--- config.mk ---
export PLATFORM = sky130hd
export DESIGN_NAME = ress_seq
export DESIGN_NICKNAME = d
export VERILOG_FILES = /design/src/rtl/ress_sync.v /design/src/rtl/ress_seq.v
export VERILOG_INCLUDE_DIRS = /design/src /design/src/rtl
export SDC_FILE = /design/constraint.sdc
export NUM_CORES = 1
export LEC_CHECK = 0
export BUFFER_PORTS_ARGS = -buffer_cell sky130_fd_sc_hd__buf_2
export CORE_MARGIN = 2
export CORE_UTILIZATION = 53
export CTS_CLUSTER_DIAMETER = 40
export DETAILED_ROUTE_END_ITERATION = 10
export PLACE_DENSITY = 0.83
export SYNTH_ARGS = -nofsm -noshare
export SYNTH_HDL_FRONTEND = slang
export SYNTH_SLANG_ARGS = --single-unit
--- constraint.sdc ---
create_clock -name sys_clk_i -period 3.8 [get_ports sys_clk_i]
set_input_delay 0.19 -clock sys_clk_i [delete_from_list [all_inputs] [get_ports sys_clk_i]]
set_output_delay 0.19 -clock sys_clk_i [all_outputs]
set_load 0.02 [all_outputs]
--- src/rtl/ress_defines.vh ---
// constants for the reset and exception entry sequencer
//
// Summary of operation
// reset always wins over any pending interrupt request
// reset exception processing starts as soon as reset is released
// interrupt entry waits for the current instruction or exception to finish
// a low init pin stops all processing at once and enters reset
// outside source holds init pin low at least ten clocks when running
// at power-up outside source holds init pin low until clock is stable
// boot select high: release reset when init pin returns high
// boot select low: release 8,192 clocks after boot select rises
// reset processing returns core state and peripheral registers to initial values
// reset processing sets the global interrupt mask flag to one
// load program counter from two-byte vector at lowest addresses, then fetch
// outside source holds init pin low while power is applied or removed
// all interrupts masked after reset until first instruction executes
// pins synchronised; init pin reassertion restarts the release count
`ifndef RESS_DEFINES_VH
`define RESS_DEFINES_VH

// ----------------------------------------------------------------------------
// timing
// ----------------------------------------------------------------------------
`define RESS_CLK_MHZ        125
`define RESS_MIN_HOLD_CYC   10
`define RESS_BOOT_DELAY_CYC 8192
`define RESS_CNT_W          14
`define RESS_BOOT_LAST_CNT  14'h1fff

// ----------------------------------------------------------------------------
// vectors and flags
// ----------------------------------------------------------------------------
`define RESS_VEC_LO_ADDR    16'h0000
`define RESS_VEC_HI_ADDR    16'h0001
`define RESS_IMASK_BIT      7
`define RESS_IMASK_RESET    1'b1
`define RESS_FLAGS_RESET    8'h80
`define RESS_PC_RESET       16'h0000

`endif

--- src/rtl/ress_sync.v ---
// two-flop synchroniser for one pin
`timescale 1ns/1ps
`default_nettype none

module ress_sync (
  input  wire sys_clk_i,
  input  wire rst_n_i,
  input  wire pin_i,
  input  wire init_val_i,
  output reg  pin_o
);

  reg meta;

  // ----------------------------------------------------------------------------
  // first flop feeds only the second
  // ----------------------------------------------------------------------------
  always @(posedge sys_clk_i) begin
    if (!rst_n_i) begin
      meta  <= init_val_i; // level chosen at hookup
      pin_o <= init_val_i;
    end else begin
      meta  <= pin_i;
      pin_o <= meta;
    end
  end

endmodule

`default_nettype wire

--- src/rtl/ress_seq.v ---
// reset and exception entry sequencer
`timescale 1ns/1ps
`default_nettype none
`include "ress_defines.vh"

module ress_seq (
  input  wire        sys_clk_i,
  input  wire        rst_n_i,
  input  wire        external_init_pin_n_i,
  input  wire        boot_select_pin_i,
  input  wire        irq_req_i,
  input  wire        insn_done_i,
  input  wire        exc_busy_i,
  input  wire        rd_valid_i,
  input  wire [7:0]  rd_data_i,
  output wire        core_reset_o,
  output wire        periph_reset_o,
  output reg         rd_req_o,
  output reg  [15:0] rd_addr_o,
  output reg  [15:0] program_counter_o,
  output reg         pc_load_o,
  output reg         fetch_start_o,
  output reg  [7:0]  flag_register_o,
  output reg         reset_exc_o,
  output reg         irq_take_o,
  output wire        irq_masked_o
);

  // ----------------------------------------------------------------------------
  // pin synchronisers
  // ----------------------------------------------------------------------------
  wire init_pin_s;
  wire boot_sel_s;

  ress_sync u_sync_init (
    .sys_clk_i  (sys_clk_i),
    .rst_n_i    (rst_n_i),
    .pin_i      (external_init_pin_n_i),
    .init_val_i (1'b0),
    .pin_o      (init_pin_s)
  );

  ress_sync u_sync_boot (
    .sys_clk_i  (sys_clk_i),
    .rst_n_i    (rst_n_i),
    .pin_i      (boot_select_pin_i),
    .init_val_i (1'b0),
    .pin_o      (boot_sel_s)
  );

  // ----------------------------------------------------------------------------
  // state
  // ----------------------------------------------------------------------------
  // binary state codes; the first three make up the reset state proper
  localparam [2:0] ST_RESET     = 3'b000;
  localparam [2:0] ST_WAIT_BOOT = 3'b001;
  localparam [2:0] ST_COUNT     = 3'b010;
  localparam [2:0] ST_INIT      = 3'b011;
  localparam [2:0] ST_VEC_HI    = 3'b100;
  localparam [2:0] ST_VEC_LO    = 3'b101;
  localparam [2:0] ST_FIRST     = 3'b110;
  localparam [2:0] ST_RUN       = 3'b111;

  reg [2:0]              state;
  reg [2:0]              next_state;
  reg [`RESS_CNT_W-1:0]  cnt;
  reg                    boot_prev;
  reg                    strap_boot;

  // ----------------------------------------------------------------------------
  // state decoding, shared by outputs and the vector fetch
  // ----------------------------------------------------------------------------
  // core stopped and no vector read started yet
  function is_held(input [2:0] st);
    is_held = (st == ST_RESET) || (st == ST_WAIT_BOOT) || (st == ST_COUNT);
  endfunction

  // a vector byte read is outstanding in this state
  function is_vec_fetch(input [2:0] st);
    is_vec_fetch = (st == ST_VEC_HI) || (st == ST_VEC_LO);
  endfunction

  // high byte of the vector sits at the lower address
  function [15:0] vec_addr(input [2:0] st);
    vec_addr = (st == ST_VEC_LO) ? `RESS_VEC_HI_ADDR : `RESS_VEC_LO_ADDR;
  endfunction

  // boot rise taken from the synchronised level, so it comes two edges late
  wire boot_rise = boot_sel_s & ~boot_prev;
  wire in_reset  = is_held(state);

  // qualified events; a low pin voids any vector byte or interrupt in flight
  wire vec_byte_ok = rd_valid_i && init_pin_s;
  wire count_done  = (cnt == `RESS_BOOT_LAST_CNT);
  wire irq_ok      = init_pin_s && irq_req_i && !irq_masked_o &&
                     insn_done_i && !exc_busy_i;

  // core and peripherals held while in reset or being initialised
  assign core_reset_o   = in_reset || (state == ST_INIT);
  assign periph_reset_o = core_reset_o;
  assign irq_masked_o   = flag_register_o[`RESS_IMASK_BIT] || (state != ST_RUN);

  // ----------------------------------------------------------------------------
  // next state; pin low overrides everything, including interrupts
  // ----------------------------------------------------------------------------
  always @* begin
    next_state = state;
    if (!init_pin_s) begin
      next_state = ST_RESET;
    end else begin
      case (state)
        ST_RESET: begin
          if (strap_boot) begin
            next_state = ST_INIT;
          end else begin
            next_state = ST_WAIT_BOOT;
          end
        end
        ST_WAIT_BOOT: begin
          if (boot_rise) begin
            next_state = ST_COUNT;
          end
        end
        // a pin reasserted mid-count takes the branch above and starts over
        ST_COUNT: begin
          if (count_done) begin
            next_state = ST_INIT;
          end
        end
        ST_INIT: begin
          next_state = ST_VEC_HI;
        end
        ST_VEC_HI: begin
          if (rd_valid_i) begin
            next_state = ST_VEC_LO;
          end
        end
        ST_VEC_LO: begin
          if (rd_valid_i) begin
            next_state = ST_FIRST;
          end
        end
        // interrupts stay locked out until the first instruction has run
        ST_FIRST: begin
          if (insn_done_i) begin
            next_state = ST_RUN;
          end
        end
        ST_RUN: begin
          next_state = ST_RUN;
        end
        default: begin
          next_state = ST_RESET;
        end
      endcase
    end
  end

  // ----------------------------------------------------------------------------
  // registers; count restarts whenever reset is reasserted
  // ----------------------------------------------------------------------------
  always @(posedge sys_clk_i) begin
    if (!rst_n_i) begin
      // every output back to its initial value, mask flag set
      state             <= ST_RESET;
      cnt               <= {`RESS_CNT_W{1'b0}};
      boot_prev         <= 1'b0;
      strap_boot        <= 1'b0;
      rd_req_o          <= 1'b0;
      rd_addr_o         <= `RESS_VEC_LO_ADDR;
      program_counter_o <= `RESS_PC_RESET;
      pc_load_o         <= 1'b0;
      fetch_start_o     <= 1'b0;
      flag_register_o   <= `RESS_FLAGS_RESET;
      reset_exc_o       <= 1'b0;
      irq_take_o        <= 1'b0;
    end else begin
      state         <= next_state;
      boot_prev     <= boot_sel_s;
      pc_load_o     <= 1'b0;
      fetch_start_o <= 1'b0;
      irq_take_o    <= 1'b0;
      reset_exc_o   <= 1'b0;
      // boot mode sampled while the pin is low, so the level at release decides
      if (!init_pin_s) begin
        strap_boot <= boot_sel_s;
      end
      // the count only advances while the pin stays high
      if (state == ST_COUNT && init_pin_s) begin
        cnt <= cnt + 1'b1;
      end else begin
        cnt <= {`RESS_CNT_W{1'b0}};
      end
      // reset exception entry: mask set before any vector is read
      if (next_state == ST_INIT) begin
        reset_exc_o <= 1'b1;
        flag_register_o <= `RESS_FLAGS_RESET;
        flag_register_o[`RESS_IMASK_BIT] <= `RESS_IMASK_RESET;
      end
      // vector fetch: high byte at the lower address
      rd_req_o <= is_vec_fetch(next_state);
      if (is_vec_fetch(next_state)) begin
        rd_addr_o <= vec_addr(next_state);
      end
      if (state == ST_VEC_HI && vec_byte_ok) begin
        program_counter_o[15:8] <= rd_data_i;
      end
      if (state == ST_VEC_LO && vec_byte_ok) begin
        program_counter_o[7:0] <= rd_data_i;
        pc_load_o              <= 1'b1;
        fetch_start_o          <= 1'b1;
      end
      // interrupt accepted only at an instruction or exception boundary
      if (state == ST_RUN && irq_ok) begin
        irq_take_o <= 1'b1;
      end
    end
  end

endmodule

`default_nettype wire

==> results.sh, run 1 <==
export IMPL_outcome="complete, no violations"
export IMPL_critPathRequiredTime_ns=4.03
export IMPL_crit_path_end_kind="flip-flop"
export IMPL_die_area_um2=4160
export IMPL_cts_htree_levels=2
export IMPL_yosysWarnings=0
export IMPL_insertion_delay_ns=0.35
export IMPL_routabilityCongestion=0.768
export IMPL_antennaDiodeCount=0
export IMPL_avgSynthCellArea_um2=9.37
export IMPL_hpwlAfterDp_mm=2.33
export IMPL_cts_root_buf="clkbuf_4"
export IMPL_area_growth_pct=6.06
export IMPL_maxSlewViolCount=0
export IMPL_fin_crit_sh_pct=44.7
export IMPL_setup_viol=0
export IMPL_ctsHoldBuffers=0
export IMPL_cts_sinks=43
export IMPL_ioPinCount=64
export IMPL_drc=0
export IMPL_synth_area_um2=1940
export IMPL_cts_repair_resized=0
export IMPL_cts_clk_slew_worst_paths_ns=0.11
export IMPL_rows=21
export IMPL_hold_path_class="input port to flip-flop"
export IMPL_setup_tns_ns=0
export IMPL_critical_path_class="flip-flop to flip-flop"
export IMPL_firstDrtPassIters=4
export IMPL_rsz0062_at_grt="no"
export IMPL_finalPower_w=0.000695
export IMPL_power_density_nw_per_um2=338
export IMPL_min_period_ns=1.70
export IMPL_path_max_fanout=11
export IMPL_numCtsBuffers=5
export IMPL_num_vias=1364
export IMPL_max_cap_violations=0
export IMPL_grt_overflow_total=0
export IMPL_vias_per_cell=4.82
export IMPL_drive_gt1_share_pct=21.1
export IMPL_worst_setup_path_start_kind="flip-flop"
export IMPL_grt_max_degree=21
export IMPL_worst_pin_slew_ns=0.618
export IMPL_hold_viol_final=0
export IMPL_p_leak_nw=0.884
export IMPL_start_util_pct=56.8
export IMPL_fin_nets=255
export IMPL_fin_worst_skew_ns=0.00413
export IMPL_netlist_instances=207
export IMPL_die_height_um=64.5
export IMPL_clock_fmax_mhz=589
export IMPL_peakVddDrop_mv=0.200
export IMPL_grt_first_pass_wirelength_mm=5.20
export IMPL_final_util_pct=60.2
export IMPL_antenna_found_initial=0
export IMPL_cts_setup_buffers=0
export IMPL_core_area_um2=3420
export IMPL_cts_tree="yes"
export IMPL_detail_route_iter0_violations=38
export IMPL_die_w_um=64.5
export IMPL_portBuffers=36
export IMPL_r2r_setup_slack_ns=2.10
export IMPL_cp_data_arrival_time_ns=1.93
export IMPL_grt_use_total_pct=16.7
export IMPL_grt_pass1_vias=1195
export IMPL_ant_nets=0
export IMPL_hold_ws_ns=0.0370
export IMPL_drt_total_wl_mm=3.19
export IMPL_clk_path_buf_depth=2
export IMPL_relSlewSlack_pct=58.8
export IMPL_wire_per_inst_um=11.3
export IMPL_yosysUniqueCellTypes=37
export IMPL_synth_seq_cells=43
export IMPL_yosysSeqAreaShare_pct=44.4
critical path, stage by stage (launching register included):
cell and delay, ns:
dfxtp_1 0.55, nand3_2 0.18, or3_1 0.55, mux2i_1 0.24, nor2_1 0.06
per-stage QoR:
step                cells  instance area [µm²]  worst slack, ns
floorplan             230                 2030             2.48
global placement      277                 2020             2.16
detailed placement    277                 2020             2.11
CTS                   283                 2060             2.09
global route          283                 2060             1.96
finish                283                 2060             2.10
flip-flops by register name (all words and copies together) (netlist names):
name / cells
program_counter_o: 16
cnt: 14
state: 3
boot_prev: 1
fetch_start_o: 1
rd_addr_o: 1
rd_req_o: 1
reset_exc_o: 1
strap_boot: 1
u_sync_boot.meta: 1
u_sync_boot.pin_o: 1
u_sync_init.meta: 1
u_sync_init.pin_o: 1
per-layer routing:
metal | GRT usage, % | part of all wire, % | up-vias
li1 | - | - | 695
met1 | 18.7 | 44 | 624
met2 | 28.1 | 48 | 38
met3 | 4.17 | 5.0 | 7
met4 | 11.2 | 2.8 | 0
met5 | 0 | 0 | -
logic make-up (layout without fill, tap and decap cells):
family	count (synthesis)	count (layout)	synth area share [%]
and+or+nand+nor	81	81	22.6
DFF	43	43	44.4
buffers and inverters	41	48	13.9
muxes	17	17	8.77
xor gates and xnor gates	12	12	5.42
AOI/OAI and AO/OA	10	10	3.87
other	2	25	0.387
adders and majority gates	1	1	0.645
cell usage after synthesis, drive strengths merged:
master	count	area share [%]
o21ba	1	0.52
a21oi	3	0.77
ha	1	0.65
o311ai	1	0.45
and2	5	1.6
and3b	2	0.90
buf	32	12
nand3	6	1.8
a21o	1	0.39
conb	2	0.39
or4b	1	0.71
mux2i	17	8.8
a2111oi	1	0.45
clkbuf	3	0.58
dfxtp	43	44
or3	1	0.32
xor2	2	0.90
nor4b	1	0.77
inv	6	1.2
nand4	3	1.3
nor3	6	1.5
a311oi	1	0.77
o21ai	2	0.52
and4	1	0.45
nand3b	1	0.39
nor2	41	8.3
nor4	4	1.9
nor3b	2	0.77
xnor2	10	4.5
nand2	4	0.77
nand2b	3	0.97
placed cells by master (no fill, tap or decap), types with 3 or more instances in the layout:
cell / instances
buf_2: 36
conb_1: 25
clkbuf_4: 5
and2_1: 5
mux2i_1: 17
nor3_1: 6
nor2_1: 40
a21oi_1: 3
dfxtp_1: 43
xnor2_1: 10
nand2b_1: 3
inv_1: 6
nand3_1: 5
nand2_1: 4
area by class of cell:
| type | instances | area, µm² |
|---|---|---|
| inverter | 6 | 22.5 |
| timing repair buffer | 36 | 180 |
| tap | 46 | 57.6 |
| clock buffer | 6 | 41.3 |
| multi-input combinational | 146 | 895 |
| sequential | 43 | 861 |
| fill | 316 | 1360 |
power by group:
| part | internal (W) | switching (W) |
|---|---|---|
| registers | 0.000453 | 0.00000283 |
| logic | 0.00000945 | 0.0000330 |
| clock network | 0.0000659 | 0.000131 |
| total | 0.000529 | 0.000167 |
final timing paths:
check,start,end,cells after the start
setup / recovery,state[2],program_counter_o[14],4
hold / removal,external_init_pin_n_i,u_sync_init.meta,2
setup reg to reg,state[2],program_counter_o[14],4
hold reg to reg,u_sync_boot.meta,u_sync_boot.pin_o,1
(Power assumes the default switching activity.)
==> run 2: changes to the inputs <==
- CORE_UTILIZATION: 53 -> 45
- PLACE_DENSITY: 0.83 -> 0.75
- clock period: 3.8 -> 1.38 ns (I/O delays scaled with it)
==> run 2 against run 1 <==
Net effect:
- global-route usage is 2.0 points lower
- worst hold slack worse by 0.022 ns
- clock-buffer cell count is 1 lower
==> results.sh, run 2 (synthesized netlist as in run 1, its figures left out) <==
export IMPL_hpwlAfterDp_mm=2.46
export IMPL_die_height_um=69.7
export IMPL_die_area_um2=4850
export IMPL_num_vias=1467
export IMPL_p_switching_w=0.000540
export IMPL_max_cap_violations=0
export IMPL_area_growth_pct=24.2
export IMPL_met3_length_um=192
export IMPL_drc=0
export IMPL_drt_total_wl_mm=3.48
export IMPL_grt_max_degree=18
export IMPL_dp_slack_ns=-0.122
export IMPL_drive_gt1_share_pct=32.2
export IMPL_path_max_fanout=8
export IMPL_numCtsBuffers=5
export IMPL_portBuffers=36
export IMPL_worst_setup_path_start_kind="flip-flop"
export IMPL_crit_path_end_kind="flip-flop"
export IMPL_detail_route_iter0_violations=47
export IMPL_top_layer_used="met4"
export IMPL_post_dp_cell_area_um2=2150
export IMPL_drt_met1_wl_mm=1.50
export IMPL_grt_overflow_total=0
export IMPL_grt_use_total_pct=14.7
export IMPL_fin_worst_skew_ns=0.00610
export IMPL_p_comb_share_pct=5.9
export IMPL_peakVddDrop_mv=0.635
export IMPL_clock_fmax_mhz=753
export IMPL_antennaDiodeCount=0
export IMPL_vias_per_cell=4.67
export IMPL_critPathRequiredTime_ns=1.57
export IMPL_dp_cells=297
export IMPL_final_cell_mix="nor2_1, dfxtp_1, buf_2"
export IMPL_fin_crit_sh_pct=96.2
export IMPL_cts_clk_slew_worst_paths_ns=0.08
export IMPL_antenna_found_initial=0
export IMPL_p_int_w=0.00182
export IMPL_cts_htree_levels=2
export IMPL_routabilityCongestion=0.758
export IMPL_power_frac_seq_pct=52.9
export IMPL_finalInstanceArea_um2=2410
export IMPL_die_w_um=69.7
export IMPL_mostFrequentLayoutCell="nor2_1"
export IMPL_insertion_delay_ns=0.30
export IMPL_hold_viol_final=0
export IMPL_firstDrtPassIters=4
export IMPL_fillers=359
export IMPL_core_area_um2=4090
export IMPL_wire_per_inst_um=11.1
export IMPL_ant_nets=0
export IMPL_clk_path_buf_depth=2
export IMPL_fin_nets=280
export IMPL_power_density_nw_per_um2=980
export IMPL_cp_data_arrival_time_ns=1.52
export IMPL_grt_first_pass_wirelength_mm=5.72
export IMPL_rsz0062_at_grt="yes"
export IMPL_largest_reg_flops=16
export IMPL_switching_share_pct=22.9
export IMPL_reg_top3="program_counter_o: 16 flops, cnt: 14 flops, state: 3 flops"
export IMPL_p_leak_nw=1.07
export IMPL_critical_path_class="flip-flop to flip-flop"
export IMPL_outcome="complete, no violations"
export IMPL_cts_root_buf="clkbuf_8"
export IMPL_clockPowerShare_pct=41.2
export IMPL_start_util_pct=47.5
export IMPL_top_register="program_counter_o"
export IMPL_cts_tree="yes"
export IMPL_setup_tns_ns=0
export IMPL_maxSlewViolCount=0
export IMPL_min_period_ns=1.33
export IMPL_cts_sinks=43
export IMPL_routed_wl_met2_mm=1.73
export IMPL_fin_ws_ns=0.0521
export IMPL_grt_pass1_vias=1356
export IMPL_setup_viol=0
export IMPL_ioPinCount=64
export IMPL_hold_path_class="input port to flip-flop"
export IMPL_final_cells=314
export IMPL_final_util_pct=58.9
export IMPL_rows=23
[run 2: per-layer routing]
metal / vias to the layer above / global-route usage (%)
li1: 745 / -
met5: - / 0
met1: 672 / 15.9
met2: 44 / 26.0
met3: 6 / 4.22
met4: 0 / 7.69
[run 2: what timing repair did]
item	CTS	global route
cloned	0	0
gates resized for setup	4	17
hold endpoints to repair	2	0
setup endpoints to repair	19	20
pin swaps	0	4
hold buffers	2	0
setup buffers	1	6
[run 2: cell type report]
type	count	area [µm²]	area share [%]
clock buffer	5	68.8	2.86
clock inverter	3	43.8	1.82
inverter	6	22.5	0.935
multi-input combinational	146	941	39.1
sequential	43	877	36.4
tap	50	62.6	2.60
timing repair buffer	61	393	16.3
[run 2: worst max-delay path, cell delays in order (launching register included)]
cell	delay, ns
dfxtp_4	0.38
buf_6	0.13
or3_1	0.31
buf_6	0.16
mux2i_2	0.16
nor2_1	0.06
[run 2: power groups by stage]
stage	Clock (W)	Sequential (W)	Combinational [W]
floorplan	0	0.00128	0.000148
global placement	0	0.00128	0.000122
detailed placement	0	0.00128	0.000123
CTS	0.000997	0.00125	0.000128
global route	0.00105	0.00125	0.000150
finish	0.000972	0.00125	0.000139
[run 2: through the flow]
stage / total power (W) / hold slack [ns]
2_1_floorplan: 0.00143 / 0.191
3_3_place_gp: 0.00141 / 0.276
3_5_place_dp: 0.00141 / 0.277
4_1_cts: 0.00238 / 0.0122
5_1_grt: 0.00245 / 0.0128
6_report: 0.00236 / 0.0150
[run 2: final timing paths]
kind | start | endpoint | slack (ns) | depth (start not counted)
max | state[1] | program_counter_o[12] | 0.05 | 5
min | rd_data_i[0] | program_counter_o[8] | 0.02 | 3
max reg2reg | state[1] | program_counter_o[12] | 0.05 | 5
min reg2reg | u_sync_boot.meta | u_sync_boot.pin_o | 0.44 | 1
==> run 3: changes to the inputs <==
- CORE_ASPECT_RATIO: default -> 1.25
==> run 3 against run 2 <==
Net effect:
- first-iteration DRC count down 34%
- combinational power down 4%
- sequential share of layout area up 0.66 points
- core utilization down 1.6 points
- critical endpoint is now reset_exc_o
- highest routed layer unchanged
==> results.sh, run 3 (synthesized netlist as in run 1, its figures left out) <==
export IMPL_outcome="complete, no violations"
export IMPL_cts_setup_buffers=0
export IMPL_firstDrtPassIters=4
export IMPL_cts_sinks=43
export IMPL_area_growth_pct=21.1
export IMPL_p_leak_nw=1.02
export IMPL_drive_gt1_share_pct=31.7
export IMPL_cts_htree_levels=2
export IMPL_cts_clk_slew_worst_paths_ns=0.08
export IMPL_critical_path_class="flip-flop to flip-flop"
export IMPL_ioPinCount=64
export IMPL_portBuffers=36
export IMPL_top_register="program_counter_o"
export IMPL_cp_data_arrival_time_ns=1.59
export IMPL_finalInstanceArea_um2=2350
export IMPL_fin_ws_ns=0.0173
export IMPL_path_max_fanout=13
export IMPL_top_layer_used="met4"
export IMPL_vias_per_cell=4.48
export IMPL_worst_setup_path_start_kind="flip-flop"
export IMPL_ant_nets=0
export IMPL_dp_slack_ns=-0.0698
export IMPL_grt_pass1_vias=1257
export IMPL_die_height_um=77.4
export IMPL_antennaDiodeCount=0
export IMPL_drt_total_wl_mm=3.28
export IMPL_final_util_pct=57.3
export IMPL_grt_first_pass_wirelength_mm=5.31
export IMPL_final_cell_mix="nor2_1, dfxtp_1, buf_2"
export IMPL_reg_top3="program_counter_o: 16 flops, cnt: 14 flops, state: 3 flops"
export IMPL_crit_path_end_kind="flip-flop"
export IMPL_drc=0
export IMPL_p_int_w=0.00163
export IMPL_maxSlewViolCount=0
export IMPL_met3_length_um=180
export IMPL_rows=26
export IMPL_clk_path_buf_depth=2
export IMPL_wire_per_inst_um=10.4
export IMPL_critPathRequiredTime_ns=1.61
export IMPL_switching_share_pct=23.6
export IMPL_rsz0062_at_grt="yes"
export IMPL_fin_nets=275
export IMPL_post_dp_cell_area_um2=2180
export IMPL_fin_crit_sh_pct=98.7
export IMPL_min_period_ns=1.36
export IMPL_clock_fmax_mhz=734
export IMPL_hold_viol_final=0
export IMPL_start_util_pct=47.3
export IMPL_core_area_um2=4100
export IMPL_mostFrequentLayoutCell="nor2_1"
export IMPL_power_frac_seq_pct=58.8
export IMPL_antenna_found_initial=0
export IMPL_fillers=359
export IMPL_max_cap_violations=0
export IMPL_grt_overflow_total=0
export IMPL_drt_met1_wl_mm=1.39
export IMPL_peakVddDrop_mv=0.720
export IMPL_routed_wl_met2_mm=1.66
export IMPL_detail_route_iter0_violations=31
export IMPL_num_vias=1412
export IMPL_cts_root_buf="clkbuf_8"
export IMPL_cts_tree="yes"
export IMPL_power_density_nw_per_um2=908
export IMPL_clockPowerShare_pct=34.9
export IMPL_hpwlAfterDp_mm=2.44
export IMPL_setup_viol=0
export IMPL_hold_path_class="input port to flip-flop"
export IMPL_hold_ws_ns=0.0256
export IMPL_largest_reg_flops=16
export IMPL_fin_worst_skew_ns=0.00436
export IMPL_numCtsBuffers=5
export IMPL_p_comb_share_pct=6.3
export IMPL_grt_use_total_pct=13.7
export IMPL_routabilityCongestion=0.783
export IMPL_die_w_um=62.7
export IMPL_insertion_delay_ns=0.29
export IMPL_grt_max_degree=20
export IMPL_p_switching_w=0.000502
export IMPL_die_area_um2=4850
==> run 3: what timing repair did <==
| action | CTS | global route |
|---|---|---|
| hold buffers | 2 | 0 |
| hold endpoints to repair | 2 | 0 |
| pin swaps | 0 | 3 |
| gates resized for setup | 1 | 17 |
| gates cloned | 0 | 0 |
| setup endpoints to repair | 3 | 24 |
==> run 3: stage by stage <==
step	total power, W	TNS [ns]	std cells
floorplan	0.00143	0	230
global placement	0.00141	-0.0688	305
detailed placement	0.00141	-0.144	305
CTS	0.00216	0	315
global route	0.00225	-0.246	315
finish	0.00213	0	315
==> run 3: cell type report <==
| class | count | area (µm²) | area share (%) |
|---|---|---|---|
| Tap cell | 56 | 70.1 | 2.98 |
| Clock buffer | 5 | 68.8 | 2.93 |
| Clock inverter | 3 | 15.0 | 0.639 |
| Multi-Input combinational cell | 146 | 953 | 40.6 |
| Timing Repair Buffer | 56 | 348 | 14.8 |
| Sequential cell | 43 | 871 | 37.1 |
| Inverter | 6 | 22.5 | 0.959 |
==> run 3: critical path: stages, from the launching register on <==
cell and delay, ns:
dfxtp_4 0.41, or4b_4 0.47, nor4_2 0.21, nor3_2 0.09, nor2_1 0.12
==> run 3: final timing paths <==
path,end,start,slack (ns),cells past startpoint
worst max register to register,reset_exc_o,state[1],0.02,4
worst max-delay path,reset_exc_o,state[1],0.02,4
worst min register to register,u_sync_boot.pin_o,u_sync_boot.meta,0.43,1
worst min-delay path,program_counter_o[0],rd_data_i[0],0.03,3
==> run 3: layer usage <==
layer | global-route usage [%] | vias up
li1 | - | 735
met1 | 15.6 | 628
met2 | 23.7 | 44
met3 | 4.78 | 5
met4 | 5.11 | 0
met5 | 0 | -
==> run 3: power by group through the flow <==
stage | logic, W | registers [W] | clock network, W
floorplan | 0.000148 | 0.00128 | 0
global placement | 0.000123 | 0.00128 | 0
detailed placement | 0.000125 | 0.00128 | 0
CTS | 0.000130 | 0.00125 | 0.000781
global route | 0.000146 | 0.00125 | 0.000846
finish | 0.000134 | 0.00125 | 0.000745
